### config.mk
export PLATFORM = sky130hd
export DESIGN_NAME = mivc_top
export DESIGN_NICKNAME = d
export VERILOG_FILES = /design/src/design/mivc_pkg.sv /design/src/design/mivc_top.sv
export SDC_FILE = /design/constraint.sdc
export NUM_CORES = 1
export LEC_CHECK = 0
export BUFFER_PORTS_ARGS = -buffer_cell sky130_fd_sc_hd__buf_2
export CAP_MARGIN = 15
export CORE_MARGIN = 5
export CORE_UTILIZATION = 27
export DETAILED_ROUTE_END_ITERATION = 8
export PLACE_DENSITY = 0.39
export SYNTH_ARGS = -nofsm -noshare
export SYNTH_HDL_FRONTEND = slang
export SYNTH_SLANG_ARGS = --single-unit
### constraint.sdc
create_clock -name clk -period 79.8 [get_ports clk]
set_clock_uncertainty 0.05 [all_clocks]
set_input_delay 3.99 -clock clk [delete_from_list [all_inputs] [get_ports clk]]
set_output_delay 3.99 -clock clk [all_outputs]
set_load 0.01 [all_outputs]
### src/design/mivc_pkg.sv
/*
  constants and carrier types for the maskable interrupt vector control.
  assumes a single clock and a plain register port with one-cycle reads.
*/
package mivc_pkg;

  // ==========================================================
  // sizes
  localparam int NSRC = 23;
  localparam int ADDR_W = 20;
  localparam int DATA_W = 32;
  localparam int RADDR_W = 8;
  localparam int NUM_W = 6;
  localparam int LVL_W = 3;
  localparam int IDX_W = 5;

  // ==========================================================
  // register offsets (byte addresses)
  localparam logic [7:0] OFF_TABLE_BASE = 8'h00;
  localparam logic [7:0] OFF_FLAG_WORD = 8'h04;
  localparam logic [7:0] OFF_STATUS = 8'h08;
  localparam logic [7:0] OFF_CTRL_FIRST = 8'h40;
  localparam logic [7:0] OFF_CTRL_LAST = 8'h98;

  // ==========================================================
  // field positions
  localparam int FLAG_ENABLE_BIT = 0;
  localparam int FLAG_PPL_LSB = 4;
  localparam int CTRL_PRIO_LSB = 0;
  localparam int CTRL_REQ_BIT = 3;
  localparam int STAT_VALID_BIT = 15;
  localparam int STAT_LVL_LSB = 8;
  localparam int STAT_NUM_LSB = 0;

  // ==========================================================
  // reset values and fixed codes
  localparam logic [ADDR_W-1:0] TABLE_BASE_RST = 20'h00000;
  localparam logic [LVL_W-1:0] PPL_RST = 3'h0;
  localparam logic [LVL_W-1:0] PRIO_RST = 3'h0;
  localparam logic [LVL_W-1:0] PPL_ALL_BLOCKED = 3'h7;
  localparam logic [NUM_W-1:0] BREAKPOINT_NUM = 6'h00;
  localparam logic [NUM_W-1:0] SWONLY_FIRST = 6'h20;
  localparam int SLOT_SHIFT = 2;
  localparam int TABLE_BYTES = 256;

  // ==========================================================
  // what the core is offered
  typedef struct packed {
    logic valid;
    logic [NUM_W-1:0] number;
    logic [LVL_W-1:0] level;
    logic [ADDR_W-1:0] vector_addr;
  } mivc_offer_t;

  // register port request
  typedef struct packed {
    logic wr;
    logic rd;
    logic [RADDR_W-1:0] addr;
    logic [DATA_W-1:0] wdata;
  } mivc_reg_req_t;

endpackage

### src/design/mivc_top.sv
/*
  maskable interrupt vector control: per-source request and priority
  registers, global enable and processor priority level, arbitration and
  vector address generation for the core.
  assumes inputs synchronous to clk, source requests as one-cycle pulses,
  and a core that acknowledges the offered interrupt with a one-cycle pulse.
*/
// Overview of operation
// RULE1 - vector table starts at table base register
// RULE2 - vector area spans 256 bytes from base
// RULE3 - each slot four bytes, number n at 4n
// RULE4 - slot offsets relative to table base
// RULE5 - number 0 is breakpoint, never gated
// RULE6 - ext pins 3,4,5 map to 7,8,9
// RULE7 - dma 11,12; adc 14; serial 15; display 16
// RULE8 - uart0 tx/rx 17,18; uart1 19,20
// RULE9 - first timers 21-25, second timers 26-28
// RULE10 - ext pins 0,1,2 map to 29,30,31
// RULE11 - numbers 32-63 software only, never gated
// RULE12 - gating applies only to maskable sources
// RULE13 - each source has request and priority register
// RULE14 - enable and level live in flag word
// RULE15 - enable one admits, zero blocks maskables
// RULE16 - global enable cleared by reset
// RULE17 - hardware sets request bit on request
// RULE18 - request bit cleared on acceptance
// RULE19 - software may only clear request bits
// RULE20 - accept needs enable, request, level above
// RULE21 - three-bit priority, zero disables source
// RULE22 - level seven blocks all maskables
// RULE23 - acceptance loads level into processor level
// RULE24 - highest level wins, lowest source breaks ties
`timescale 1ns/10ps

module mivc_top #(
  parameter int NSRC = mivc_pkg::NSRC
) (
  input wire logic clk,
  input wire logic reset,
  input wire logic [mivc_pkg::RADDR_W-1:0] reg_addr,
  input wire logic [mivc_pkg::DATA_W-1:0] reg_wdata,
  input wire logic reg_wr,
  input wire logic reg_rd,
  output logic [mivc_pkg::DATA_W-1:0] reg_rdata,
  input wire logic [NSRC-1:0] src_req,
  input wire logic trap_req,
  input wire logic [mivc_pkg::NUM_W-1:0] trap_num,
  input wire logic cpu_ack,
  output mivc_pkg::mivc_offer_t irq_offer,
  output mivc_pkg::mivc_offer_t trap_offer
);

  // ==========================================================
  // source number to software interrupt number
  // index: 0-5 ext pins, 6-7 dma, 8 adc, 9 serial auto, 10 display,
  // 11-14 uart0 tx/rx uart1 tx/rx, 15-19 first timers, 20-22 second
  function automatic logic [mivc_pkg::NUM_W-1:0] src_number(
    input logic [mivc_pkg::IDX_W-1:0] idx
  );
    logic [mivc_pkg::NUM_W-1:0] n;
    n = 6'h00;
    case (idx)
      5'h00: n = 6'h1D; // [RULE10]
      5'h01: n = 6'h1E; // [RULE10]
      5'h02: n = 6'h1F; // [RULE10]
      5'h03: n = 6'h07; // [RULE6]
      5'h04: n = 6'h08; // [RULE6]
      5'h05: n = 6'h09; // [RULE6]
      5'h06: n = 6'h0B; // [RULE7]
      5'h07: n = 6'h0C; // [RULE7]
      5'h08: n = 6'h0E; // [RULE7]
      5'h09: n = 6'h0F; // [RULE7]
      5'h0A: n = 6'h10; // [RULE7]
      5'h0B: n = 6'h11; // [RULE8]
      5'h0C: n = 6'h12; // [RULE8]
      5'h0D: n = 6'h13; // [RULE8]
      5'h0E: n = 6'h14; // [RULE8]
      5'h0F: n = 6'h15; // [RULE9]
      5'h10: n = 6'h16; // [RULE9]
      5'h11: n = 6'h17; // [RULE9]
      5'h12: n = 6'h18; // [RULE9]
      5'h13: n = 6'h19; // [RULE9]
      5'h14: n = 6'h1A; // [RULE9]
      5'h15: n = 6'h1B; // [RULE9]
      5'h16: n = 6'h1C; // [RULE9]
      default: n = 6'h00;
    endcase
    return n;
  endfunction

  // slot address: base plus four times the number, always inside the
  // 256-byte window because the number is six bits wide
  function automatic logic [mivc_pkg::ADDR_W-1:0] slot_addr(
    input logic [mivc_pkg::ADDR_W-1:0] base,
    input logic [mivc_pkg::NUM_W-1:0] num
  );
    logic [mivc_pkg::ADDR_W-1:0] off;
    off = mivc_pkg::ADDR_W'({num, 2'b00}); // [RULE3] [RULE2]
    return base + off; // [RULE1] [RULE4]
  endfunction

  // ==========================================================
  // state
  logic [mivc_pkg::ADDR_W-1:0] table_base_q;
  logic [mivc_pkg::ADDR_W-1:0] table_base_d;
  logic enable_q;
  logic enable_d;
  logic [mivc_pkg::LVL_W-1:0] ppl_q;
  logic [mivc_pkg::LVL_W-1:0] ppl_d;
  logic [NSRC-1:0] req_q;
  logic [mivc_pkg::LVL_W-1:0] prio_q [NSRC];
  logic [mivc_pkg::IDX_W-1:0] offer_src_q;
  logic [mivc_pkg::IDX_W-1:0] offer_src_d;
  mivc_pkg::mivc_offer_t offer_q;
  mivc_pkg::mivc_offer_t offer_d;
  mivc_pkg::mivc_offer_t trap_q;
  mivc_pkg::mivc_offer_t trap_d;
  logic [mivc_pkg::DATA_W-1:0] rdata_q;
  logic [mivc_pkg::DATA_W-1:0] rdata_d;

  // ==========================================================
  // address decode
  wire logic hit_base = reg_addr == mivc_pkg::OFF_TABLE_BASE;
  wire logic hit_flag = reg_addr == mivc_pkg::OFF_FLAG_WORD;
  wire logic hit_stat = reg_addr == mivc_pkg::OFF_STATUS;
  wire logic hit_ctrl = reg_addr >= mivc_pkg::OFF_CTRL_FIRST &&
                        reg_addr <= mivc_pkg::OFF_CTRL_LAST &&
                        reg_addr[1:0] == 2'b00;
  wire logic [mivc_pkg::RADDR_W-1:0] ctrl_off =
    reg_addr - mivc_pkg::OFF_CTRL_FIRST;
  wire logic [mivc_pkg::IDX_W-1:0] ctrl_idx =
    ctrl_off[mivc_pkg::IDX_W+1:2];
  wire logic wr_flag = reg_wr && hit_flag;
  wire logic accept = cpu_ack && offer_q.valid;

  // ==========================================================
  // per-source control registers
  logic [NSRC-1:0] gated;
  genvar g;
  generate
    for (g = 0; g < NSRC; g++) begin : g_src
      wire logic wr_this = reg_wr && hit_ctrl &&
                           ctrl_idx == mivc_pkg::IDX_W'(g);
      // software writes of 1 are ignored, only 0 clears
      wire logic sw_clr = wr_this &&
                          !reg_wdata[mivc_pkg::CTRL_REQ_BIT]; // [RULE19]
      wire logic hw_clr = accept &&
                          offer_src_q == mivc_pkg::IDX_W'(g); // [RULE18]
      always_ff @(posedge clk) begin
        if (reset) begin
          req_q[g] <= 1'b0;
          prio_q[g] <= mivc_pkg::PRIO_RST;
        end else begin
          // a new request beats either clear in the same cycle
          if (src_req[g]) begin
            req_q[g] <= 1'b1; // [RULE17]
          end else if (sw_clr || hw_clr) begin
            req_q[g] <= 1'b0; // [RULE18] [RULE19]
          end
          if (wr_this) begin
            prio_q[g] <= reg_wdata[mivc_pkg::CTRL_PRIO_LSB +: 3]; // [RULE13]
          end
        end
      end
      // level zero never exceeds the processor level, so it disables;
      // processor level seven leaves nothing above it
      assign gated[g] = enable_q && req_q[g] &&
                        prio_q[g] > ppl_q; // [RULE20] [RULE21] [RULE22]
    end
  endgenerate

  // ==========================================================
  // arbitration: highest level, lowest index on ties
  logic [mivc_pkg::LVL_W-1:0] best_lvl;
  logic [mivc_pkg::IDX_W-1:0] best_idx;
  logic best_hit;
  always_comb begin
    best_lvl = 3'h0;
    best_idx = 5'h00;
    best_hit = 1'b0;
    for (int i = 0; i < NSRC; i++) begin
      // strict compare keeps the earlier source on a tie
      if (gated[i] && (!best_hit || prio_q[i] > best_lvl)) begin // [RULE24]
        best_hit = 1'b1;
        best_lvl = prio_q[i];
        best_idx = mivc_pkg::IDX_W'(i);
      end
    end
  end

  // the offer is withdrawn after an accept until enable is written back to one, so the core
  // never sees the accepted source again before its bit is cleared
  always_comb begin
    offer_d.valid = best_hit && !accept && enable_d; // [RULE15]
    offer_d.number = src_number(best_idx);
    offer_d.level = best_lvl;
    offer_d.vector_addr = slot_addr(table_base_d, src_number(best_idx));
    offer_src_d = best_idx;
  end

  // ==========================================================
  // software traps: never gated by enable or level
  always_comb begin
    trap_d.valid = trap_req; // [RULE5] [RULE11] [RULE12]
    trap_d.number = trap_num;
    trap_d.level = 3'h0;
    trap_d.vector_addr = slot_addr(table_base_q, trap_num); // [RULE5] [RULE11]
  end

  // ==========================================================
  // flag word and table base
  always_comb begin
    table_base_d = table_base_q;
    if (reg_wr && hit_base) begin
      table_base_d = reg_wdata[mivc_pkg::ADDR_W-1:0]; // [RULE1]
    end
  end

  always_comb begin
    enable_d = enable_q;
    ppl_d = ppl_q;
    if (accept) begin
      // acceptance wins over a write in the same cycle
      enable_d = 1'b0;
      ppl_d = offer_q.level; // [RULE23]
    end else if (wr_flag) begin
      enable_d = reg_wdata[mivc_pkg::FLAG_ENABLE_BIT]; // [RULE14] [RULE15]
      ppl_d = reg_wdata[mivc_pkg::FLAG_PPL_LSB +: 3]; // [RULE14]
    end
  end

  // ==========================================================
  // register read
  logic [mivc_pkg::DATA_W-1:0] ctrl_word;
  always_comb begin
    ctrl_word = '0;
    if (ctrl_idx < mivc_pkg::IDX_W'(NSRC)) begin
      ctrl_word[mivc_pkg::CTRL_PRIO_LSB +: 3] = prio_q[ctrl_idx];
      ctrl_word[mivc_pkg::CTRL_REQ_BIT] = req_q[ctrl_idx];
    end
  end

  always_comb begin
    rdata_d = '0;
    if (!reg_rd) begin
      rdata_d = '0;
    end else if (hit_base) begin
      rdata_d[mivc_pkg::ADDR_W-1:0] = table_base_q;
    end else if (hit_flag) begin
      rdata_d[mivc_pkg::FLAG_ENABLE_BIT] = enable_q;
      rdata_d[mivc_pkg::FLAG_PPL_LSB +: 3] = ppl_q;
    end else if (hit_stat) begin
      rdata_d[mivc_pkg::STAT_VALID_BIT] = offer_q.valid;
      rdata_d[mivc_pkg::STAT_LVL_LSB +: 3] = offer_q.level;
      rdata_d[mivc_pkg::STAT_NUM_LSB +: 6] = offer_q.number;
    end else if (hit_ctrl) begin
      rdata_d = ctrl_word;
    end
  end

  // ==========================================================
  // flip-flops
  always_ff @(posedge clk) begin
    if (reset) begin
      table_base_q <= mivc_pkg::TABLE_BASE_RST;
      enable_q <= 1'b0; // [RULE16]
      ppl_q <= mivc_pkg::PPL_RST;
      offer_q <= '0;
      offer_src_q <= '0;
      trap_q <= '0;
      rdata_q <= '0;
    end else begin
      table_base_q <= table_base_d;
      enable_q <= enable_d;
      ppl_q <= ppl_d;
      offer_q <= offer_d;
      offer_src_q <= offer_src_d;
      trap_q <= trap_d;
      rdata_q <= rdata_d;
    end
  end

  assign reg_rdata = rdata_q;
  assign irq_offer = offer_q;
  assign trap_offer = trap_q;

endmodule // mivc_top
==> results.json, run 1 <==
{
  "placedInstanceArea_mm2": 0.0153,
  "postCtsSetupRepairBufs": 0,
  "fin_util_pct": 31.0,
  "maxSlewHeadroom_pct": 23.5,
  "synth_area_mm2": 0.0140,
  "status": "complete, no violations",
  "clock.fmax_mhz": 25.3,
  "cts-buffers-inserted": 17,
  "max_stage_delay_ns": 0.98,
  "grt_pass1_vias": 12300,
  "grt_usage_pct": 17.6,
  "critPathLaunch": "enable_q$_SDFF_PP0_",
  "initial_core_util_pct": 27.2,
  "ant_nets": 0,
  "yosys.area.top_type_share_pct": 18.1,
  "fill_cells": 5512,
  "slowest_stage": "dfxtp_1",
  "io_pins": 167,
  "dr.pass1.iters": 5,
  "crit_family": "compound AO/OA/AOI/OAI gates",
  "yosys_warnings": 0,
  "htree_levels": 4,
  "finalSetupTns_ns": 0,
  "hold_start": "table_base_q[4]$_SDFF_PP0_",
  "clk-insertion-delay-late_ns": 0.46,
  "io_buffer_count": 138,
  "die-area_mm2": 0.0564,
  "final_nets": 1894,
  "rsz0062_at_grt": "no",
  "synth_area_leaders": "dfxtp_1 18%, edfxtp_1 15%, ha_1 12%, mux4_2 3.9%, nor2_1 3.8%",
  "grt_antenna_before_repair": 8,
  "ys_seq_elements": 195,
  "worst_pin_slew_ns": 1.13,
  "synth_top_area_cell": "dfxtp_1",
  "drc": 0,
  "r2r_start": "enable_q$_SDFF_PP0_",
  "drv_slew": 0,
  "hp-class": "reg -> reg",
  "maxCapViolCount": 0,
  "cts.clk_slew.worst_paths_ns": 0.08,
  "p_leak_nw": 6.55,
  "crit_buf_inv": 6,
  "yosys-top-cells-count": "142 x nor2_1, 139 x ha_1, 133 x nand2_1",
  "grt_max_degree": 51,
  "ys_seq_area_share_pct": 32.9,
  "synthCells": 1573,
  "synth_flop_cell": "dfxtp_1",
  "finalCritPeriodShare_pct": 49.6,
  "vias": 12200,
  "path_max_fanout": 18,
  "critPathLaunchType": "register",
  "holdWs_ns": 0.453,
  "place_hpwl_um": 39600,
  "drive_gt1_share_pct": 15.8,
  "grt_pass1_wl_um": 76300,
  "die_w_um": 237,
  "cts_sinks": 195,
  "required_ns": 80.07,
  "postSynthAreaPerCell_um2": 8.88,
  "fin_crit_ns": 39.59,
  "rows": 83,
  "ir_worst_vdd_mv": 0.0105,
  "routabilityCongestion": 0.848,
  "worstSetupPathType": "reg -> reg",
  "core-area_mm2": 0.0513,
  "finalSetupViolCount": 0,
  "finalHoldViolations": 0,
  "cts_tree": "done",
  "fp.dieH_um": 237,
  "synth_cell_types": 97,
  "overflow": 0,
  "crit_path_end_kind": "register",
  "wl_per_cell_um": 21.5,
  "cts-hold-fix-buffers": 0,
  "design_area_mm2": 0.0159,
  "clk_path_buf_depth": 2,
  "yosysMostFrequentCell": "nor2_1",
  "cellPowerDensity_mw_per_mm2": 14.2,
  "cts_resized": 0,
  "synth-async-reset-ratio_pct": 0,
  "area_delta_synth_final_pct": 13.7,
  "cp_common_cell": "ha_1",
  "wl_um": 51000,
  "drt_iter0_drc": 783,
  "avgViaCountPerCell": 5.14,
  "root_buffer": "clkbuf_16",
  "cp_data_arrival_time_ns": 39.86,
  "synth-edff-count": 69
}
==> final timing paths <==
check                                                 to  slack (ns)  cells after the start
worst max-delay path            irq_offer[18]$_SDFF_PP0_       40.21                    183
worst min-delay path             reg_rdata[4]$_SDFF_PP0_        0.45                      2
worst min register to register   reg_rdata[4]$_SDFF_PP0_        0.45                      2
worst max register to register  irq_offer[18]$_SDFF_PP0_       40.21                    183
==> sequential cells by signal, indices dropped and copies added, names as in the netlist <==
name / count
enable_q: 1
offer_src_q: 5
table_base_q: 20
irq_offer: 27
ppl_q: 3
trap_offer: 27
req_q: 23
reg_rdata: 20
prio_q: 69
==> stage by stage <==
step	instances	setup slack [ns]	total power, mW
global route	2371	37.04	0.235
detailed placement	2339	40.50	0.138
CTS	2371	40.34	0.228
floorplan	1588	46.08	0.127
global placement	2339	40.63	0.137
finish	2373	40.21	0.225
==> worst register-to-register path, delay by kind of cell, from the launching register on <==
family / cells / cell delay, ns
AO/OA/AOI/OAI: 89 / 17.97
AND/OR/NAND/NOR: 58 / 11.17
adder cells (fa/ha/maj): 25 / 7.16
multiplexers: 4 / 1.43
flip-flops: 1 / 0.98
buffers and inverters: 6 / 0.51
XOR/XNOR: 1 / 0.16
==> cell type report <==
type                       count  area, um^2  share of cell area [%]
multi-input combinational   1224        8700                    54.8
sequential                   195        4590                    28.9
tap                          680         851                    5.36
timing repair buffer         149         776                    4.88
clock buffer                  19         464                    2.92
inverter                      91         342                    2.15
clock inverter                13         148                   0.930
antenna                        2        5.00                  0.0315
==> cell families (layout without fill, tap and decap cells) <==
group / Yosys count / after routing / share of synthesized area, %
AOI/OAI and AO/OA: 388 / 388 / 20.0
xor gates and xnor gates: 23 / 23 / 1.44
adders and majority gates: 141 / 141 / 12.7
buffers and inverters: 169 / 272 / 5.20
DFF: 195 / 195 / 32.9
muxes: 57 / 57 / 6.33
other: 1 / 18 / 0.0269
and+or+nand+nor: 599 / 599 / 21.3
==> where the power goes <==
group	leakage (nW)	switching [mW]	internal, mW	total [mW]
sequential	1.68	0.00431	0.106	0.110
clock	0.297	0.0450	0.0451	0.0901
combinational	4.57	0.0152	0.00970	0.0249
total	6.55	0.0645	0.161	0.225
==> cells in the final DEF (no fill, tap or decap), types with 18 or more instances in the layout <==
cell type	count
mux2i_1	22
nor2b_1	50
mux4_2	24
a31oi_1	30
nand2_1	133
and2_1	64
clkbuf_16	18
nor3_1	73
edfxtp_1	69
inv_1	90
ha_1	139
nand3_1	57
buf_2	137
nor2_1	142
dfxtp_1	126
a21o_1	29
a21oi_1	79
o21a_1	20
o21ai_0	76
==> per-layer routing <==
metal | part of all wire [%] | GRT usage, %
met5 | 0.10 | 0
met4 | 1.9 | 4.30
met3 | 4.6 | 3.48
met2 | 46 | 28.9
met1 | 47 | 23.9
Note: power is estimated with default switching activity, not from simulation.
==> inputs of run 2 (changes only) <==
Settings changed: PLACE_DENSITY 0.39 to 0.41.
Clock period 79.8 ns to 36.1 ns, I/O delays scaled along.
==> run 2 against run 1 <==
Net effect:
- setup slack worse by 38 ns
- first-iteration DRC count up 2.8%
- final cell count up 4.3%
- power up 120%
- worst hold slack worse by 0.0046 ns
- critical path type unchanged
- clock-buffer cell count down 1
==> results.json, run 2 (synthesis results as in run 1) <==
{
  "setup_ws_ns": 1.90,
  "wl_per_cell_um": 20.9,
  "vias": 12700,
  "maxCapViolCount": 0,
  "cp_common_cell": "ha_1",
  "drv_slew": 0,
  "core-area_mm2": 0.0513,
  "cts_sinks": 195,
  "worstSetupPathType": "reg -> reg",
  "top_register": "prio_q",
  "rows": 83,
  "initial_core_util_pct": 27.2,
  "finalCritPeriodShare_pct": 94.8,
  "wl_um": 51700,
  "worst_pin_slew_ns": 1.10,
  "ir_worst_vdd_mv": 0.0270,
  "finalSetupViolCount": 0,
  "min_path_cells": 2,
  "clock.fmax_mhz": 29.2,
  "cts.clk_slew.worst_paths_ns": 0.07,
  "cp_data_arrival_time_ns": 34.46,
  "maxSlewHeadroom_pct": 25.5,
  "grt_max_degree": 83,
  "fin_crit_ns": 34.20,
  "dr.pass1.iters": 7,
  "max_stage_delay_ns": 0.52,
  "holdPathEnd": "table_base_q[0]$_SDFFE_PP0P_",
  "grt_pass1_wl_um": 76800,
  "slowest_stage": "or4bb_1",
  "hold_start": "table_base_q[0]$_SDFFE_PP0P_",
  "routabilityCongestion": 0.862,
  "cts-buffers-inserted": 17,
  "grt_antenna_before_repair": 3,
  "die-area_mm2": 0.0564,
  "htree_levels": 4,
  "crit_buf_inv": 13,
  "drive_gt1_share_pct": 24.7,
  "die_w_um": 237,
  "final_cell_mix": "137 x buf_2, 134 x nor2_1, 133 x ha_1, 131 x nand2_1, 124 x dfxtp_1",
  "p_leak_nw": 7.13,
  "r2r-end": "irq_offer[18]$_SDFF_PP0_",
  "area_delta_synth_final_pct": 22.3,
  "p_total_uw": 506,
  "status": "complete, no violations",
  "clk_path_buf_depth": 2,
  "avgViaCountPerCell": 5.15,
  "drc": 0,
  "ant_nets": 0,
  "cts_tree": "done",
  "hp-class": "reg -> reg",
  "r2r_start": "prio_q[0][1]$_SDFFCE_PN0P_",
  "ff2ff_setup_slack_ns": 1.90,
  "grt_pass1_vias": 12400,
  "root_buffer": "clkbuf_16",
  "path_max_fanout": 8,
  "cellPowerDensity_mw_per_mm2": 29.6,
  "io_buffer_count": 138,
  "grt_usage_pct": 17.7,
  "critPathLaunchType": "register",
  "io_pins": 167,
  "final_nets": 1995,
  "drt_iter0_drc": 805,
  "place_hpwl_um": 39700,
  "clk-insertion-delay-late_ns": 0.45,
  "finalHoldViolations": 0,
  "largest_reg_flops": 69,
  "layout_commonest_cell": "buf_2",
  "fp.dieH_um": 237,
  "post-place-ws_ns": -0.213,
  "crit_family": "compound AO/OA/AOI/OAI gates",
  "crit_path_end_kind": "register",
  "overflow": 0,
  "required_ns": 36.35,
  "r2r_cells": 194
}
-- run 2: changes by cell type in the layout (fill, tap and decap cells not counted), sizes merged --
cell	change
buf	+101
bufinv	+2
clkbuf	-1
clkinv	+3
clkinvlp	-1
inv	-3
-- run 2: worst max path at each step --
stage	end	cells past startpoint	start	slack, ns
6_report	irq_offer[18]$_SDFF_PP0_	194	prio_q[0][1]$_SDFFCE_PN0P_	1.90
5_1_grt	irq_offer[16]$_SDFF_PP0_	199	prio_q[0][1]$_SDFFCE_PN0P_	-0.15
4_1_cts	irq_offer[18]$_SDFF_PP0_	191	prio_q[0][1]$_SDFFCE_PN0P_	0.03
3_5_place_dp	irq_offer[18]$_SDFF_PP0_	191	prio_q[0][1]$_SDFFCE_PN0P_	-0.21
3_3_place_gp	irq_offer[18]$_SDFF_PP0_	190	prio_q[0][1]$_SDFFCE_PN0P_	-0.04
2_1_floorplan	irq_offer[16]$_SDFF_PP0_	188	ppl_q[1]$_SDFFE_PP0P_	2.38
-- run 2: worst reg2reg max path, delay by kind of cell, from the launching register on --
family,cells,cell delay (ns)
compound gates,97,15.08
xor+xnor,1,0.15
buf+inv,13,1.45
mux,4,1.31
fa+ha+maj,26,7.08
flops,1,0.44
simple gates,53,8.46
-- run 2: what timing repair did --
item                                    4_1_cts  5_1_grt
pin swaps                                     0       43
endpoints found under the setup margin        5       27
hold buffers                                  0        0
cloned                                        0        0
gates resized for setup                       9      101
setup buffers                                 0       22
hold endpoints to repair                      0        0
-- run 2: stage by stage --
step | area, um^2 | util [%] | hold WS (ns) | instances | TNS, ns
after floorplan | 14000 | - | 0.395 | 1588 | 0
after global routing | 17100 | 33.3 | 0.474 | 2473 | -0.291
after detailed placement | 15900 | 30.9 | 0.439 | 2418 | -0.407
final | 17100 | 33.3 | 0.448 | 2474 | 0
after global placement | 15900 | 30.9 | 0.424 | 2418 | -0.0629
after CTS | 16500 | 32.2 | 0.451 | 2450 | 0
-- run 2: layout make-up --
cell class	count	area, um^2
fillers	5324	34200
multi-input cells	1224	9110
flip-flops and latches	195	4600
repair buffers	250	1550
well taps	680	851
clock buffers	18	450
inverters	91	342
clock inverters	14	168
diodes	2	5.00
-- run 2: power breakdown --
group	leakage [nW]	internal, mW	switching, mW
clock	0.310	0.109	0.0949
combinational	5.14	0.0236	0.0350
sequential	1.69	0.234	0.00947
total	7.13	0.367	0.139
-- run 2: routing by layer --
layer | part of all wire (%) | GRT usage, % | vias to the layer above
met5 | 0 | 0 | -
met4 | 2.4 | 5.44 | 0
met3 | 4.9 | 3.04 | 63
met2 | 47 | 28.9 | 308
met1 | 46 | 24.1 | 6224
li1 | - | - | 6142
==> inputs of run 3 (changes only) <==
==> constraint.sdc (replaced) <==
create_clock -name clk -period 36.1 [get_ports clk]
set_clock_uncertainty 0.05 [all_clocks]
set_input_delay 7.22 -clock clk [delete_from_list [all_inputs] [get_ports clk]]
set_output_delay 7.22 -clock clk [all_outputs]
set_load 0.01 [all_outputs]
==> run 3 against run 2 <==
Net effect:
- worst hold slack improved by 0.00081 ns
- clock power about the same
- power increased by 0.66%
- critical path type unchanged
- largest power group unchanged
- highest routed layer is now met5
==> results.json, run 3 (synthesis results as in run 1) <==
{
  "status": "complete, no violations",
  "p_total_uw": 509,
  "crit_path_end_kind": "register",
  "largest_reg_flops": 69,
  "worstSetupPathType": "reg -> reg",
  "clk_path_buf_depth": 2,
  "wl_per_cell_um": 20.9,
  "io_pins": 167,
  "drt_iter0_drc": 789,
  "cp_common_cell": "ha_1",
  "cts-buffers-inserted": 17,
  "grt_pass1_wl_um": 76800,
  "layout_commonest_cell": "buf_2",
  "ant_nets": 0,
  "finalCritPeriodShare_pct": 94.8,
  "htree_levels": 4,
  "ir_worst_vdd_mv": 0.0272,
  "cts_tree": "done",
  "grt_max_degree": 83,
  "maxSlewHeadroom_pct": 20.4,
  "finalSetupViolCount": 0,
  "wl_um": 51800,
  "core-area_mm2": 0.0513,
  "grt_pass1_vias": 12500,
  "max_stage_delay_ns": 0.53,
  "final_cell_mix": "137 x buf_2, 134 x nor2_1, 132 x ha_1, 130 x nand2_1, 125 x dfxtp_1",
  "vias": 12800,
  "finalSetupTns_ns": 0,
  "grt_usage_pct": 17.6,
  "io_buffer_count": 138,
  "grt_antenna_before_repair": 4,
  "place_hpwl_um": 39800,
  "slowest_stage": "or4bb_1",
  "cts_sinks": 195,
  "fp.dieH_um": 237,
  "avgViaCountPerCell": 5.15,
  "critPathLaunchType": "register",
  "drive_gt1_share_pct": 24.9,
  "maxCapViolCount": 0,
  "area_delta_synth_final_pct": 22.5,
  "required_ns": 36.36,
  "initial_core_util_pct": 27.2,
  "hp-class": "reg -> reg",
  "clk-insertion-delay-late_ns": 0.45,
  "overflow": 0,
  "worst_pin_slew_ns": 1.18,
  "drv_slew": 0,
  "path_max_fanout": 8,
  "dr.pass1.iters": 6,
  "die-area_mm2": 0.0564,
  "routabilityCongestion": 0.861,
  "finalHoldViolations": 0,
  "fin_crit_ns": 34.21,
  "cts-hold-fix-buffers": 0,
  "fill_cells": 5368,
  "drc": 0,
  "clock.fmax_mhz": 29.2,
  "top_register": "prio_q",
  "cts.clk_slew.worst_paths_ns": 0.07,
  "die_w_um": 237,
  "p_leak_nw": 7.16,
  "rows": 83,
  "holdWs_ns": 0.449,
  "cellPowerDensity_mw_per_mm2": 29.8,
  "root_buffer": "clkbuf_16",
  "cp_data_arrival_time_ns": 34.47,
  "final_nets": 1999
}
==> run 3: changes by cell type in the layout (fill, tap and decap cells not counted), moves of 2 or more <==
cell,delta
nor2b_2,+2
clkinv_2,-2
buf_6,-2
o21ai_0,-2
nor2b_1,-2
buf_4,+6
o21ai_1,+2
or2_4,-2
==> run 3: through the flow <==
| step | setup WS [ns] | util (%) | area (um^2) | cells |
|---|---|---|---|---|
| 3_5_place_dp | -0.128 | 30.9 | 15900 | 2418 |
| 5_1_grt | -0.150 | 33.3 | 17100 | 2477 |
| 3_3_place_gp | -0.0297 | 30.9 | 15900 | 2418 |
| 6_report | 1.89 | 33.3 | 17100 | 2478 |
| 4_1_cts | 0.00897 | 32.2 | 16500 | 2450 |
| 2_1_floorplan | 2.38 | - | 14000 | 1588 |
==> run 3: routing by layer <==
metal / share of wire, % / track usage, % / vias to the layer above
met5: 0.014 / 0 / -
met4: 1.8 / 4.46 / 2
met3: 4.6 / 2.99 / 42
met1: 46 / 24.1 / 6257
met2: 48 / 29.2 / 287
li1: - / - / 6167
==> run 3: path summary, 6_finish.rpt <==
| path | start | end | slack (ns) | depth (start not counted) |
|---|---|---|---|---|
| worst min register to register | table_base_q[0]$_SDFFE_PP0P_ | table_base_q[0]$_SDFFE_PP0P_ | 0.45 | 2 |
| worst max register to register | ppl_q[1]$_SDFFE_PP0P_ | irq_offer[18]$_SDFF_PP0_ | 1.89 | 195 |
| worst min-delay path | table_base_q[0]$_SDFFE_PP0P_ | table_base_q[0]$_SDFFE_PP0P_ | 0.45 | 2 |
| worst max-delay path | ppl_q[1]$_SDFFE_PP0P_ | irq_offer[18]$_SDFF_PP0_ | 1.89 | 195 |
==> run 3: power by group <==
part / internal, mW / switching, mW / total (mW)
clock: 0.114 / 0.0934 / 0.207
sequential: 0.234 / 0.00954 / 0.244
combinational: 0.0237 / 0.0349 / 0.0586
total: 0.372 / 0.138 / 0.509
==> run 3: repair_timing <==
action	4_1_cts	5_1_grt
gates resized for setup	5	102
buffers inserted	0	26
setup endpoints to repair	4	28
pin swaps	0	43
==> run 3: critical path, delay by kind of cell (launching register included) <==
family	cells	cell delay [ns]
compound gates	95	15.32
xor+xnor	1	0.15
fa+ha+maj	26	7.05
buf+inv	13	1.41
flops	1	0.35
mux	4	1.27
simple gates	56	8.42
==> run 3: area by class of cell <==
class	instances	area, um^2	share of cell area [%]
Multi-Input combinational cell	1224	9110	53.3
Sequential cell	195	4600	26.9
Timing Repair Buffer	254	1570	9.17
Tap cell	680	851	4.98
Clock buffer	18	439	2.57
Inverter	91	342	2.00
Clock inverter	14	194	1.13
Antenna cell	2	5.00	0.0293
